===== config.mk =====
export PLATFORM = sky130hd
export DESIGN_NAME = psr_top
export DESIGN_NICKNAME = d
export VERILOG_FILES = /design/src/rtl/psr_pkg.sv /design/src/rtl/psr_top.sv /design/src/rtl/psr_sync.sv
export VERILOG_INCLUDE_DIRS = /design/src /design/src/rtl
export SDC_FILE = /design/constraint.sdc
export NUM_CORES = 1
export LEC_CHECK = 0
export BUFFER_PORTS_ARGS = -buffer_cell sky130_fd_sc_hd__buf_2
export CAP_MARGIN = 30
export CORE_ASPECT_RATIO = 1.1
export CORE_MARGIN = 2
export CORE_UTILIZATION = 30
export CTS_CLUSTER_SIZE = 40
export DETAILED_ROUTE_END_ITERATION = 6
export SETUP_SLACK_MARGIN = 0.3
export SLEW_MARGIN = 10
export SYNTH_ARGS = -nofsm -noshare
export SYNTH_HDL_FRONTEND = slang
export SYNTH_SLANG_ARGS = --single-unit

===== constraint.sdc =====
create_clock -name clk_i -period 2.6 [get_ports clk_i]
set_input_delay 0.52 -clock clk_i [delete_from_list [all_inputs] [get_ports clk_i]]
set_output_delay 0.52 -clock clk_i [all_outputs]
set_load 0.02 [all_outputs]

===== src/rtl/psr_params.svh =====
// Constants for the processor supervisor reset block
// Functional notes
// - Processor reset is driven low whenever the supply monitor flags a power fail.
// - Once the power fail clears, reset is held for another 250 ms before release.
// - A debounced low on the reset pin gives a processor reset of at least 250 ms.
// - The processor must pull the strobe low in time, otherwise reset is forced.
// - While power is failing, both SRAM chip enables are held inactive.
// - The reset pin is open drain, driven low by the block and also sampled as a pushbutton.
// - Each SRAM byte enable goes low only while the RAM enable and its byte select are both low.
// - Every low strobe restarts the watchdog, which fires on the 150th tick edge with no low strobe.
`ifndef PSR_PARAMS_SVH
`define PSR_PARAMS_SVH

// Timing base
`define PSR_CLK_PERIOD_NS 40
`define PSR_TICK_NS 1000000
`define PSR_TICK_CYCLES (`PSR_TICK_NS / `PSR_CLK_PERIOD_NS)

// Times in milliseconds, counted in ticks
`define PSR_STRETCH_MS 250
`define PSR_WDOG_MS 150
`define PSR_DEBOUNCE_MS 10

// Reset value of the sampled pins: power fail flagged, all others high
`define PSR_PINS_RST 6'h3F

`endif


===== src/rtl/psr_pkg.sv =====
// Types shared by the processor supervisor reset block
`default_nettype none
package psr_pkg;

    // Controller states, one-hot
    typedef enum logic [1:0] {
        PSR_RUN = 2'b01,
        PSR_HOLD = 2'b10
    } psr_state_e;

    // Inputs that arrive from outside the clock domain
    typedef struct packed {
        logic power_fail;
        logic rst_pin;
        logic watchdog_strobe_n;
        logic ram_enable_in_n;
        logic upper_byte_select_n;
        logic lower_byte_select_n;
    } psr_pins_s;

    // Synchroniser state
    typedef struct packed {
        psr_pins_s ff1;
        psr_pins_s ff2;
        psr_pins_s ff3;
        psr_pins_s agreed;
    } psr_sync_s;

    // Controller state
    typedef struct packed {
        psr_state_e state;
        logic [23:0] div;
        logic [7:0] stretch;
        logic [7:0] wdog;
        logic [7:0] debounce;
        logic rst_oe;
        logic sram_high_byte_enable_n;
        logic sram_low_byte_enable_n;
    } psr_ctrl_s;

endpackage

`default_nettype wire


===== src/rtl/psr_top.sv =====
// Processor supervisor: power-fail reset, pushbutton, watchdog and SRAM enable gating
`timescale 1ns/10ps
`default_nettype none
`include "psr_params.svh"

module psr_top
#(
    parameter int TICK_CYCLES = `PSR_TICK_CYCLES,
    parameter int STRETCH_MS = `PSR_STRETCH_MS,
    parameter int WDOG_MS = `PSR_WDOG_MS,
    parameter int DEBOUNCE_MS = `PSR_DEBOUNCE_MS
)
(
    input wire logic clk_i,
    input wire logic reset_i,
    input wire logic power_fail_i,
    input wire logic rst_pin_i,
    output logic rst_pin_o,
    output logic rst_pin_oe_o,
    input wire logic watchdog_strobe_n_i,
    input wire logic ram_enable_in_n_i,
    input wire logic upper_byte_select_n_i,
    input wire logic lower_byte_select_n_i,
    output logic sram_high_byte_enable_n_o,
    output logic sram_low_byte_enable_n_o
);

    psr_pkg::psr_pins_s raw_pins;
    psr_pkg::psr_pins_s pins;
    psr_pkg::psr_ctrl_s st;
    psr_pkg::psr_ctrl_s next_st;
    logic tick;
    logic wdog_fire;
    logic press;
    logic trigger;

    ////////////////////////////////////////////////////////////////////////////
    // Pin synchronisers
    always_comb
    begin
        raw_pins.power_fail = power_fail_i;
        raw_pins.rst_pin = rst_pin_i;
        raw_pins.watchdog_strobe_n = watchdog_strobe_n_i;
        raw_pins.ram_enable_in_n = ram_enable_in_n_i;
        raw_pins.upper_byte_select_n = upper_byte_select_n_i;
        raw_pins.lower_byte_select_n = lower_byte_select_n_i;
    end

    psr_sync u_sync
    (
        .clk_i(clk_i),
        .reset_i(reset_i),
        .pins_i(raw_pins),
        .pins_o(pins)
    );

    ////////////////////////////////////////////////////////////////////////////
    // Millisecond tick and reset causes
    always_comb
    begin
        tick = (st.div == 24'(TICK_CYCLES - 1));
        wdog_fire = (st.state == psr_pkg::PSR_RUN) && tick && pins.watchdog_strobe_n
            && (st.wdog == 8'(WDOG_MS - 1));
        press = (st.state == psr_pkg::PSR_RUN) && tick && !pins.rst_pin
            && (st.debounce == 8'(DEBOUNCE_MS - 1));
        trigger = pins.power_fail || wdog_fire || press;
    end

    ////////////////////////////////////////////////////////////////////////////
    // Next-state logic
    always_comb
    begin
        next_st = st;
        // Divider restarts on every trigger so the stretch is a whole 250 ticks
        if (trigger || tick)
        begin
            next_st.div = 24'h000000;
        end
        else
        begin
            next_st.div = st.div + 24'h000001;
        end
        unique case (st.state)
            psr_pkg::PSR_RUN:
            begin
                // Watchdog window, restarted by a low strobe
                if (!pins.watchdog_strobe_n)
                begin
                    next_st.wdog = 8'h00;
                end
                else if (tick)
                begin
                    next_st.wdog = st.wdog + 8'h01;
                end
                // Pushbutton debounce: low must hold across DEBOUNCE_MS tick edges
                if (pins.rst_pin)
                begin
                    next_st.debounce = 8'h00;
                end
                else if (tick)
                begin
                    next_st.debounce = st.debounce + 8'h01;
                end
                if (trigger)
                begin
                    next_st.state = psr_pkg::PSR_HOLD;
                    next_st.stretch = 8'(STRETCH_MS);
                    next_st.wdog = 8'h00;
                    next_st.debounce = 8'h00;
                end
            end
            psr_pkg::PSR_HOLD:
            begin
                next_st.wdog = 8'h00;
                next_st.debounce = 8'h00;
                if (trigger)
                begin
                    next_st.stretch = 8'(STRETCH_MS);
                end
                else if (tick)
                begin
                    next_st.stretch = st.stretch - 8'h01;
                    if (st.stretch == 8'h01)
                    begin
                        next_st.state = psr_pkg::PSR_RUN;
                    end
                end
            end
        endcase
        // Reset pin pulled low while holding or on a fresh cause
        next_st.rst_oe = (next_st.state == psr_pkg::PSR_HOLD);
        // Byte enables follow the selects, gated off during power fail
        next_st.sram_high_byte_enable_n = pins.power_fail || pins.ram_enable_in_n
            || pins.upper_byte_select_n;
        next_st.sram_low_byte_enable_n = pins.power_fail || pins.ram_enable_in_n
            || pins.lower_byte_select_n;
    end

    ////////////////////////////////////////////////////////////////////////////
    // State register; power-up starts with a full stretched reset
    always_ff @(posedge clk_i or posedge reset_i)
    begin
        if (reset_i)
        begin
            st.state <= psr_pkg::PSR_HOLD;
            st.div <= 24'h000000;
            st.stretch <= 8'(STRETCH_MS);
            st.wdog <= 8'h00;
            st.debounce <= 8'h00;
            st.rst_oe <= 1'b1;
            st.sram_high_byte_enable_n <= 1'b1;
            st.sram_low_byte_enable_n <= 1'b1;
        end
        else
        begin
            st <= next_st;
        end
    end

    // Outputs straight from flip-flops; the pin only ever drives low
    always_ff @(posedge clk_i or posedge reset_i)
    begin
        if (reset_i)
        begin
            rst_pin_o <= 1'b0;
        end
        else
        begin
            rst_pin_o <= 1'b0;
        end
    end

    assign rst_pin_oe_o = st.rst_oe;
    assign sram_high_byte_enable_n_o = st.sram_high_byte_enable_n;
    assign sram_low_byte_enable_n_o = st.sram_low_byte_enable_n;

    ////////////////////////////////////////////////////////////////////////////
    // Checks
    AST_PF_RESET: assert property (@(posedge clk_i) disable iff (reset_i)
        pins.power_fail |=> rst_pin_oe_o)
        else $error("reset not driven during power fail");

    AST_PF_STRETCH: assert property (@(posedge clk_i) disable iff (reset_i)
        $fell(pins.power_fail) |-> rst_pin_oe_o [*8] ##1 (st.stretch != 8'h00))
        else $error("reset released early after power fail");

    AST_PRESS_RESET: assert property (@(posedge clk_i) disable iff (reset_i)
        press |=> rst_pin_oe_o && (st.stretch == 8'(STRETCH_MS)))
        else $error("pushbutton did not start a full reset");

    AST_WDOG_RESET: assert property (@(posedge clk_i) disable iff (reset_i)
        wdog_fire |=> rst_pin_oe_o && (st.state == psr_pkg::PSR_HOLD))
        else $error("watchdog timeout did not force reset");

    AST_SRAM_GATE: assert property (@(posedge clk_i) disable iff (reset_i)
        pins.power_fail |=> sram_high_byte_enable_n_o && sram_low_byte_enable_n_o)
        else $error("SRAM enable active during power fail");

    AST_PIN_DRIVE: assert property (@(posedge clk_i) disable iff (reset_i)
        (rst_pin_oe_o == (st.state == psr_pkg::PSR_HOLD)) && !rst_pin_o)
        else $error("reset pin drive does not match hold state");

    AST_BYTE_ENABLE: assert property (@(posedge clk_i) disable iff (reset_i)
        !pins.power_fail && !pins.ram_enable_in_n |=>
        (sram_high_byte_enable_n_o == $past(pins.upper_byte_select_n))
        && (sram_low_byte_enable_n_o == $past(pins.lower_byte_select_n)))
        else $error("SRAM byte enable does not follow selects");

    AST_WDOG_RESTART: assert property (@(posedge clk_i) disable iff (reset_i)
        (st.state == psr_pkg::PSR_RUN) && !pins.watchdog_strobe_n |=> (st.wdog == 8'h00) && !wdog_fire)
        else $error("strobe did not restart watchdog");

    AST_WDOG_CLEARED: assert property (@(posedge clk_i) disable iff (reset_i)
        (st.state == psr_pkg::PSR_HOLD) |=> (st.wdog == 8'h00))
        else $error("watchdog counted during reset");

endmodule // psr_top

`default_nettype wire


===== src/rtl/psr_sync.sv =====
// Three-stage synchroniser whose output follows once stages two and three agree
`timescale 1ns/10ps
`default_nettype none
`include "psr_params.svh"

module psr_sync
(
    input wire logic clk_i,
    input wire logic reset_i,
    input wire psr_pkg::psr_pins_s pins_i,
    output var psr_pkg::psr_pins_s pins_o
);

    psr_pkg::psr_sync_s st;
    psr_pkg::psr_sync_s next_st;

    ////////////////////////////////////////////////////////////////////////////
    // Shift chain; agreed value moves only where stages two and three match
    always_comb
    begin
        next_st = st;
        next_st.ff1 = pins_i;
        next_st.ff2 = st.ff1;
        next_st.ff3 = st.ff2;
        next_st.agreed = (st.ff2 & st.ff3) | (st.agreed & (st.ff2 | st.ff3));
    end

    // State register
    always_ff @(posedge clk_i or posedge reset_i)
    begin
        if (reset_i)
        begin
            st <= {4{`PSR_PINS_RST}};
        end
        else
        begin
            st <= next_st;
        end
    end

    assign pins_o = st.agreed;

endmodule // psr_sync

`default_nettype wire


Word-level counts from Yosys, hierarchy flattened --
Index checks and enable logic that the tools add are counted.
Word-level totals: register bits 77, input port bits 8, output and inout port bits 4, word-level logic and storage cells 78
Operators by class: $add $sub $neg 4, equal/unequal tests 11, multiplexer cells 14, bitwise gates (word level) 4, reduce and logical (&&, ||, !) cells 13
Operators by type and width (number):
- two-way mux 24 bit | 2
- two-way mux 8 bit | 6
- case mux 24 bit (2 select lines) | 1
- adder 24 x 1 -> 24 bit, second input constant | 1
- == test 24 x 15 -> 1 bit, second input constant | 1
- adder 8 x 1 -> 8 bit, second input constant | 2
- bitwise AND 6 bit | 2
- bitwise OR 6 bit | 2
- == test 8 x 1 -> 1 bit, second input constant | 1
- == test 8 x 4 -> 1 bit, second input constant | 1
- == test 8 bit, second input constant | 1
- two-way mux 2 bit | 4
- subtractor 8 x 1 -> 8 bit, second input constant | 1
- logical OR 1 bit | 6
- logical AND 1 bit | 5
- == test 2 bit, second input constant | 2
- inequality test 4 x 3 -> 1 bit, second input constant | 1
- inequality test 4 bit, second input constant | 1
- case mux 2 bit (2 select lines) | 1
- inequality test 3 bit, second input constant | 1
- == test 2 x 1 -> 1 bit, second input constant | 1
- inequality test 2 bit, second input constant | 1
- AND reduction 2 bit | 1
- logical NOT 1 bit | 1

Depth between registers and ports, before layout --
Gate-level depths: netlist of the first run.
depth after elaboration 9, mapped depth 8, depth with buffers taken out 7

By module --
A second synthesis of the first run with hierarchy kept.
Unflattened totals: cell total of the unflattened synthesis 360, area total of the unflattened synthesis 3726.1 um2
Modules (own cells, without submodules):
- psr_top | times used 1, cells each 323, area an instance 2979.1 um2, seq. area each 1338.8 um2
- psr_sync | times used 1, cells each 37, area an instance 747.0 um2, seq. area each 630.6 um2

Least setup slack after synthesis of the first run --
Ideal clock, no wire load.
kind register -> register, from register st[12] (netlist bit), to register st[4] (netlist bit), setup time 0.123 ns, arrival 1.906 ns, required time 2.477 ns, slack 0.570 ns, cell stages (with the launch flop) 9, buffers on the path 1, clock period less this slack 2.030 ns, cell sequence dfrtp_1 -> inv_1 -> ha_1 -> nand2_1 -> or4_4 -> a2111oi_4 -> or4_1 -> buf_2 -> o31ai_1
Between the ends: word-level cells in the longest chain between the ends 6, elaborated cells on any way between the ends 7, those cells by class 2 x eq/ne; 2 x mux; 3 x reduce/logical
Ends and longest elaborated chain:
- start, declared | RTL line psr_top.sv:30 | psr_pkg::psr_ctrl_s st;
- start signal, assigned | RTL line psr_top.sv:156 | st <= next_st;
- == test 8 bit (*) | RTL line psr_top.sv:63 | && (st.wdog == 8'(WDOG_MS - 1));
- logical AND 1 bit (*) | RTL line psr_top.sv:63
- logical OR 1 bit (*) (2 in series) | RTL line psr_top.sv:66 | trigger = pins.power_fail || wdog_fire || press;
- two-way mux 24 bit | RTL line psr_top.sv:104 | if (trigger)
- case mux 24 bit (2 select lines) | RTL line psr_top.sv:83 | unique case (st.state)
Mark *: on every way between the ends. The rest lies on a longest branch, timed or not. The select of a mux whose other input is x is not followed. A chain may end at the register's enable or synchronous reset.

Worst setup path after layout of the first run --
from register st[39] (netlist bit), to register st[10] (netlist bit)
Between the ends: word-level cells in the longest chain between the ends 8, elaborated cells on any way between the ends 11, those cells by class 2 x eq/ne; 2 x mux; 7 x reduce/logical
Ends and longest elaborated chain:
- == test 24 x 15 -> 1 bit (*) | RTL line psr_top.sv:61 | tick = (st.div == 24'(TICK_CYCLES - 1));
- logical AND 1 bit | RTL line psr_top.sv:62, psr_top.sv:64
- logical AND 1 bit | RTL line psr_top.sv:62 | wdog_fire = (st.state == psr_pkg::PSR_RUN) && tick && pins.watchdog_strobe_n
- logical AND 1 bit | RTL line psr_top.sv:63
- logical OR 1 bit (2 in series) | RTL line psr_top.sv:66
- two-way mux 24 bit | RTL line psr_top.sv:104
- case mux 24 bit (2 select lines) | RTL line psr_top.sv:83
Marks and branches as above.

==> out/metrics.yaml, run 1 <==
placement:
  port_buffers: 10
  detailed_place_hpwl_um: 4465
  place_area_um2: 3866
  finalWeightedCongestion: 0.7710
floorplanning:
  io_pins: 12
  fp.dieH_um: 118.9
  core_area_um2: 11590
  dieArea_um2: 12890
  start_util_pct: 31.05
  dieWidth_um: 108.4
  fp-row-count: 41
synth:
  synth_area_um2: 3600
  synth_top_area_share_pct: 29.89
  synth_top_area_cell: "dfrtp_1"
  synth_flop_cell: "dfrtp_1"
  synth_seq_cells: 77
  synth_edf_count: 0
  yosysWarnings: 0
  ys_seq_area_share_pct: 54.71
  syn_nets: 361
  avgSynthCellArea_um2: 10.40
  ys_types: 48
  synthTopCellsByArea: "dfrtp_1 30%, dfstp_2 25%, xnor2_1 4.1%, nor2_1 3.8%, a21oi_1 2.8%"
  ys_async_sr_fraction_pct: 100.0
  netlist_instances: 346
setup_path:
  worstPathMaxFanout: 16
  cpMostUsedCell: "buf_4"
  path_buf_inv: 2
  crit_end: "st[10]"
  r2r_start: "st[39]"
  cpPeakStageDelay_ns: 0.52
  crit_type: "reg2reg"
  endpoint_kind: "register"
  required_ns: 2.86
  crit_path_start_kind: "register"
  r2r_end: "st[10]"
  path_depth: 7
  critPathTopFamily: "simple AND/OR/NAND/NOR gates"
  crit_chain: "nor4_4 -> and4_1 -> buf_4 -> a2111oi_2 -> buf_4 -> or4_1 -> a21oi_1"
  cp-startpoint: "st[39]"
  slowest_stage: "or4_1"
  reg2regPathDepth: 7
  ff2ff_setup_slack_ns: 0.39
  crit_arrival_ns: 2.47
cts:
  cts_made_buffers: 9
  clkLatencyLatePin_ns: 0.34
  path_clk_slew_ns: 0.06
  htreeDepth: 3
  holdBufCountCts: 0
  cts_num_sinks: 77
  cts_setup_buffers: 0
  root_buffer: "clkbuf_16"
  clock_path_buffers: 2
  cts_tree: "done"
timing:
  finalHoldViolCount: 0
  setup_violations: 0
  fmax_mhz: 452.9
  period_share_pct: 84.93
  tns_ns: 0
  fin_skew_ns: 0.009259
  relSlewSlack_pct: 49.20
  period_minus_slack_ns: 2.208
  worstMarginPinSlew_ns: 0.7562
  finalMaxSlewViolations: 0
  rsz0062_at_grt: "no"
global_route:
  antenna_found_initial: 0
  grt_max_degree: 78
  grt_pass1_vias: 2575
  grt_first_pass_wirelength_um: 11900
  globalRoute.totalOverflow: 0
  grt_usage_pct: 11.75
power:
  p_leak_nw: 1.601
  peakVddDrop_v: 0.0002320
  total_power_mw: 2.647
  p_per_area_nw_per_um2: 627.9
worst_hold_path:
  min_path_type: "in2reg"
detailed_routing:
  drc: 0
  drt_wl_total_um: 6749
  antenna_left: 0
  drtIter0Drc: 246
  vias: 2538
  routedWlPerCell_um: 12.98
  via_per_inst: 4.881
  dr.pass1.iters: 4
cells_and_area:
  drive_above_1_share_pct: 24.32
  area_growth_pct: 17.14
  fin_nets: 380
  fill_cells: 1176
  fin_area_um2: 4217
  fin_util_pct: 36.37
  antenna_cells: 0
outcome:
  status: "complete, no violations"
flow_run:
  maxCapViolCount: 0
-- timing repair --
action,in CTS,in global routing
setup endpoints to repair,2,11
pin swaps,0,3
resized for setup,2,5
-- sequential cells by signal, indices dropped and copies added (netlist names) --
name,count
rst_pin_oe_o,1
st,50
sram_low_byte_enable_n_o,1
sram_high_byte_enable_n_o,1
u_sync.pins_o,6
u_sync.st,6
u_sync.next_st,12
-- metrics by stage --
stage / hold slack (ns) / worst slack [ns] / std cells
after floorplan: 0.3452 / 0.5702 / 346
after global placement: 0.3463 / 0.1786 / 503
after detailed placement: 0.3468 / 0.2752 / 504
after CTS: 0.2603 / 0.3284 / 520
after global routing: 0.2543 / 0.3024 / 520
final: 0.2737 / 0.3918 / 520
-- worst reg2reg max path: cells and delay by family, from the launching register on --
kind	cells	cell delay (ns)
compound gates	2	0.24
buf+inv	2	0.33
simple gates	3	1.12
flops	1	0.44
-- placed cells by master (no fill, tap or decap), drive strengths merged, types with 17 or more instances in the layout --
cell type	instances
inv	20
o21ai	17
xnor2	17
dfrtp	43
buf	20
a21oi	20
nor2	36
nand2	21
dfstp	34
-- final cells by class --
class                   instances  area (um^2)  area share, %
well taps                     150        187.7          4.451
clock buffers                   9        225.2          5.341
repair buffers                 20        135.1          3.205
multi-input cells             240         1553          36.82
flip-flops and latches         77         1969          46.71
inverters                      17        67.56          1.602
clock inverters                 7        78.83          1.869
-- cells in the mapped netlist (6+ instances only) --
library cell  count
xnor2_1          17
nand2_1          21
nor2_1           36
or3_1            13
nor4_1            6
nor3_1           15
ha_1              7
inv_1            16
nand4_1           6
a21oi_1          20
nand3_1          15
buf_2             6
dfstp_2          34
maj3_1            6
o21ai_0          15
dfrtp_1          43
-- power by group --
| part | switching, mW | internal (mW) |
|---|---|---|
| clock | 0.516 | 0.756 |
| sequential | 0.0211 | 1.25 |
| combinational | 0.0651 | 0.0355 |
-- worst min-delay path by stage --
stage | start | endpoint | depth (start not counted) | slack, ns
2_1_floorplan | u_sync.next_st[16] | u_sync.next_st[10] | 0 | 0.35
3_3_place_gp | u_sync.next_st[14] | u_sync.next_st[8] | 0 | 0.35
3_5_place_dp | u_sync.next_st[13] | u_sync.next_st[7] | 0 | 0.35
4_1_cts | lower_byte_select_n_i | u_sync.next_st[12] | 1 | 0.26
5_1_grt | upper_byte_select_n_i | u_sync.next_st[13] | 1 | 0.25
6_report | lower_byte_select_n_i | u_sync.next_st[12] | 1 | 0.27
-- cells by family (layout without fill, tap and decap cells) --
group,count (synthesis),after routing,share of synthesized area (%)
compound gates,61,61,11.44
xor+xnor,22,22,5.353
fa+ha+maj,13,13,4.101
buf+inv,29,53,3.441
flops,77,77,54.71
other cells,1,1,0.1042
simple gates,143,143,20.86
-- metal layers --
layer / track usage, % / vias up / wire, um
li1: - / 1261 / -
met1: 14.55 / 1230 / 3131
met2: 18.32 / 35 / 3260
met4: 7.212 / 0 / 163
met5: 0 / - / 0
met3: 2.791 / 12 / 193
Power figures use the tool's default switching activity.
==> run 2, diff against run 1 <==
clock period = 1.9 ns   (was 2.6 ns; I/O delays follow)
==> run 2 against run 1 <==
- the flow now finishes with violations (setup timing)
- combinational power increased to 3.0 times the previous value
- maximum frequency increased by 3.2%
- clock power increased by 38%
- sequential cell count unchanged
- global-route usage increased by 2.8 points
- sequential share of layout area decreased by 9.2 points
- core utilization increased by 8.9 points
- worst setup slack got worse by 0.63 ns
- non-clock buffer count increased by 77
- worst hold slack got worse by 0.20 ns
- wire length increased by 27%
- largest cell class unchanged
- highest routed layer unchanged
==> out/metrics.yaml, run 2 (synthesis gave the netlist of run 1 again) <==
placement:
  post-place-cells: 563
  place_area_um2: 4378
  port_buffers: 10
  finalWeightedCongestion: 0.8335
  detailed_place_hpwl_um: 5414
floorplanning:
  dieWidth_um: 108.4
  fp.dieH_um: 118.9
  dieArea_um2: 12890
  fp-row-count: 41
  core_area_um2: 11590
  io_pins: 12
  start_util_pct: 31.05
setup_path:
  slowest_stage: "or4_4"
  crit_arrival_ns: 2.36
  cpPeakStageDelay_ns: 0.52
  crit_path_start_kind: "register"
  required_ns: 2.13
  r2r_end: "st[19]"
  cpMostUsedCell: "a2111oi_4"
  worstPathMaxFanout: 4
  crit_chain: "inv_1 -> ha_1 -> nand2_1 -> or4_4 -> a2111oi_4 -> buf_4 -> a2111oi_4 -> a22o_1"
  crit_type: "reg2reg"
  r2r_start: "st[12]"
  ff2ff_setup_slack_ns: -0.24
  endpoint_kind: "register"
  cp-startpoint: "st[12]"
  reg2regPathDepth: 8
global_route:
  grt_max_degree: 29
  antenna_found_initial: 0
  grt_first_pass_wirelength_um: 14680
  globalRoute.totalOverflow: 0
  grt_pass1_vias: 3067
  grt_usage_pct: 14.51
detailed_routing:
  drtIter0Drc: 124
  drt_wl_total_um: 8574
  antenna_left: 0
  routedWlPerCell_um: 14.36
  dr.pass1.iters: 4
  via_per_inst: 4.894
  drc: 0
  vias: 2922
timing:
  period_minus_slack_ns: 2.139
  hold_slack_ns: 0.07021
  relSlewSlack_pct: 65.69
  setup_violations: 45
  fin_ws_ns: -0.2393
  finalMaxSlewViolations: 0
  period_share_pct: 112.6
  worstMarginPinSlew_ns: 0.5127
  fin_skew_ns: 0.01136
  fmax_mhz: 467.4
  rsz0062_at_grt: "yes"
  finalHoldViolCount: 0
power:
  netSwitchingPower_mw: 0.9236
  total_power_mw: 3.799
  peakVddDrop_v: 0.0004589
  p_leak_nw: 2.041
  p_int_mw: 2.875
  clkPwrFrac_pct: 46.2
  p_per_area_nw_per_um2: 723.7
  combPwrFrac_pct: 8.1
  p_sw_share_pct: 24.31
  seq_power_share_pct: 45.7
cells_and_area:
  top_register: "st"
  regArea_um2: 1969
  fin_nets: 457
  largest_reg_flops: 50
  antenna_cells: 0
  layout_commonest_cell: "buf_4"
  area_growth_pct: 45.81
  fill_cells: 1103
  multi_input_area_um2: 1886
  fin_area_um2: 5249
  mostFrequentLayoutCells: "73 x buf_4, 43 x dfrtp_1, 34 x dfstp_2, 24 x nor2_4, 20 x nand2_1"
  drive_above_1_share_pct: 48.10
  stdcell_count: 597
cts:
  holdBufCountCts: 0
  cts_made_buffers: 9
  clkLatencyLatePin_ns: 0.34
  cts_tree: "done"
  root_buffer: "clkbuf_16"
  htreeDepth: 3
  path_clk_slew_ns: 0.06
  cts_num_sinks: 77
  clock_path_buffers: 2
outcome:
  violations: "setup timing"
  status: "finished, violations left"
worst_hold_path:
  min_path_type: "in2async"
flow_run:
  maxCapViolCount: 0
[run 2: cell count changes in the layout (fill, tap and decap cells not counted), moves of 8 or more]
cell	before	now
buf_4	8	73
nor2_1	36	11
nor2_4	0	24
a21oi_1	20	12
a21oi_2	0	8
buf_6	0	8
[run 2: how the worst max path moves through the flow]
stage | slack (ns) | endpoint | depth (start not counted)
floorplan | -0.08 | st[24] | 7
global placement | -0.26 | st[4] | 8
detailed placement | -0.38 | st[16] | 7
CTS | -0.21 | st[24] | 7
global route | -0.32 | st[10] | 9
finish | -0.24 | st[19] | 8
[run 2: power by group through the flow]
stage	Combinational [mW]	Clock (mW)	Sequential [mW]
global route	0.330	1.86	1.74
finish	0.307	1.75	1.74
CTS	0.299	1.79	1.74
detailed placement	0.186	0	1.77
floorplan	0.107	0	1.77
global placement	0.182	0	1.76
[run 2: final cells by class]
type	count	share of cell area (%)
Clock buffer	11	5.030
Inverter	17	1.287
Sequential cell	77	37.52
Timing Repair Buffer	97	15.83
Tap cell	150	3.576
Clock inverter	5	0.8343
Multi-Input combinational cell	240	35.92
[run 2: worst max-delay path, delay by kind of cell, from the launching register on]
| kind | cells | cell delay, ns |
|---|---|---|
| fa+ha+maj | 1 | 0.13 |
| flops | 1 | 0.37 |
| simple gates | 2 | 0.57 |
| buf+inv | 2 | 0.25 |
| compound gates | 3 | 0.70 |
[run 2: metal layers]
layer | GRT usage, % | up-vias | routed length, um
li1 | - | 1425 | -
met1 | 17.90 | 1447 | 3688
met2 | 24.34 | 34 | 4478
met3 | 3.065 | 16 | 227
met4 | 6.090 | 0 | 180
met5 | 0 | - | 0
[run 2: stage by stage]
step | TNS, ns | setup WS [ns] | utilization [%]
final | -4.716 | -0.2393 | 45.27
after global placement | -4.041 | -0.2623 | 37.76
after global routing | -8.022 | -0.3198 | 45.27
after detailed placement | -5.473 | -0.3827 | 37.76
after CTS | -3.752 | -0.2146 | 44.36
after floorplan | -0.9781 | -0.07771 | -
[run 2: timing repair]
action / in CTS / in global routing
endpoints found under the setup margin: 51 / 51
pin swaps: 16 / 26
cloned: 3 / 0
buffers inserted: 8 / 7
resized for setup: 74 / 14
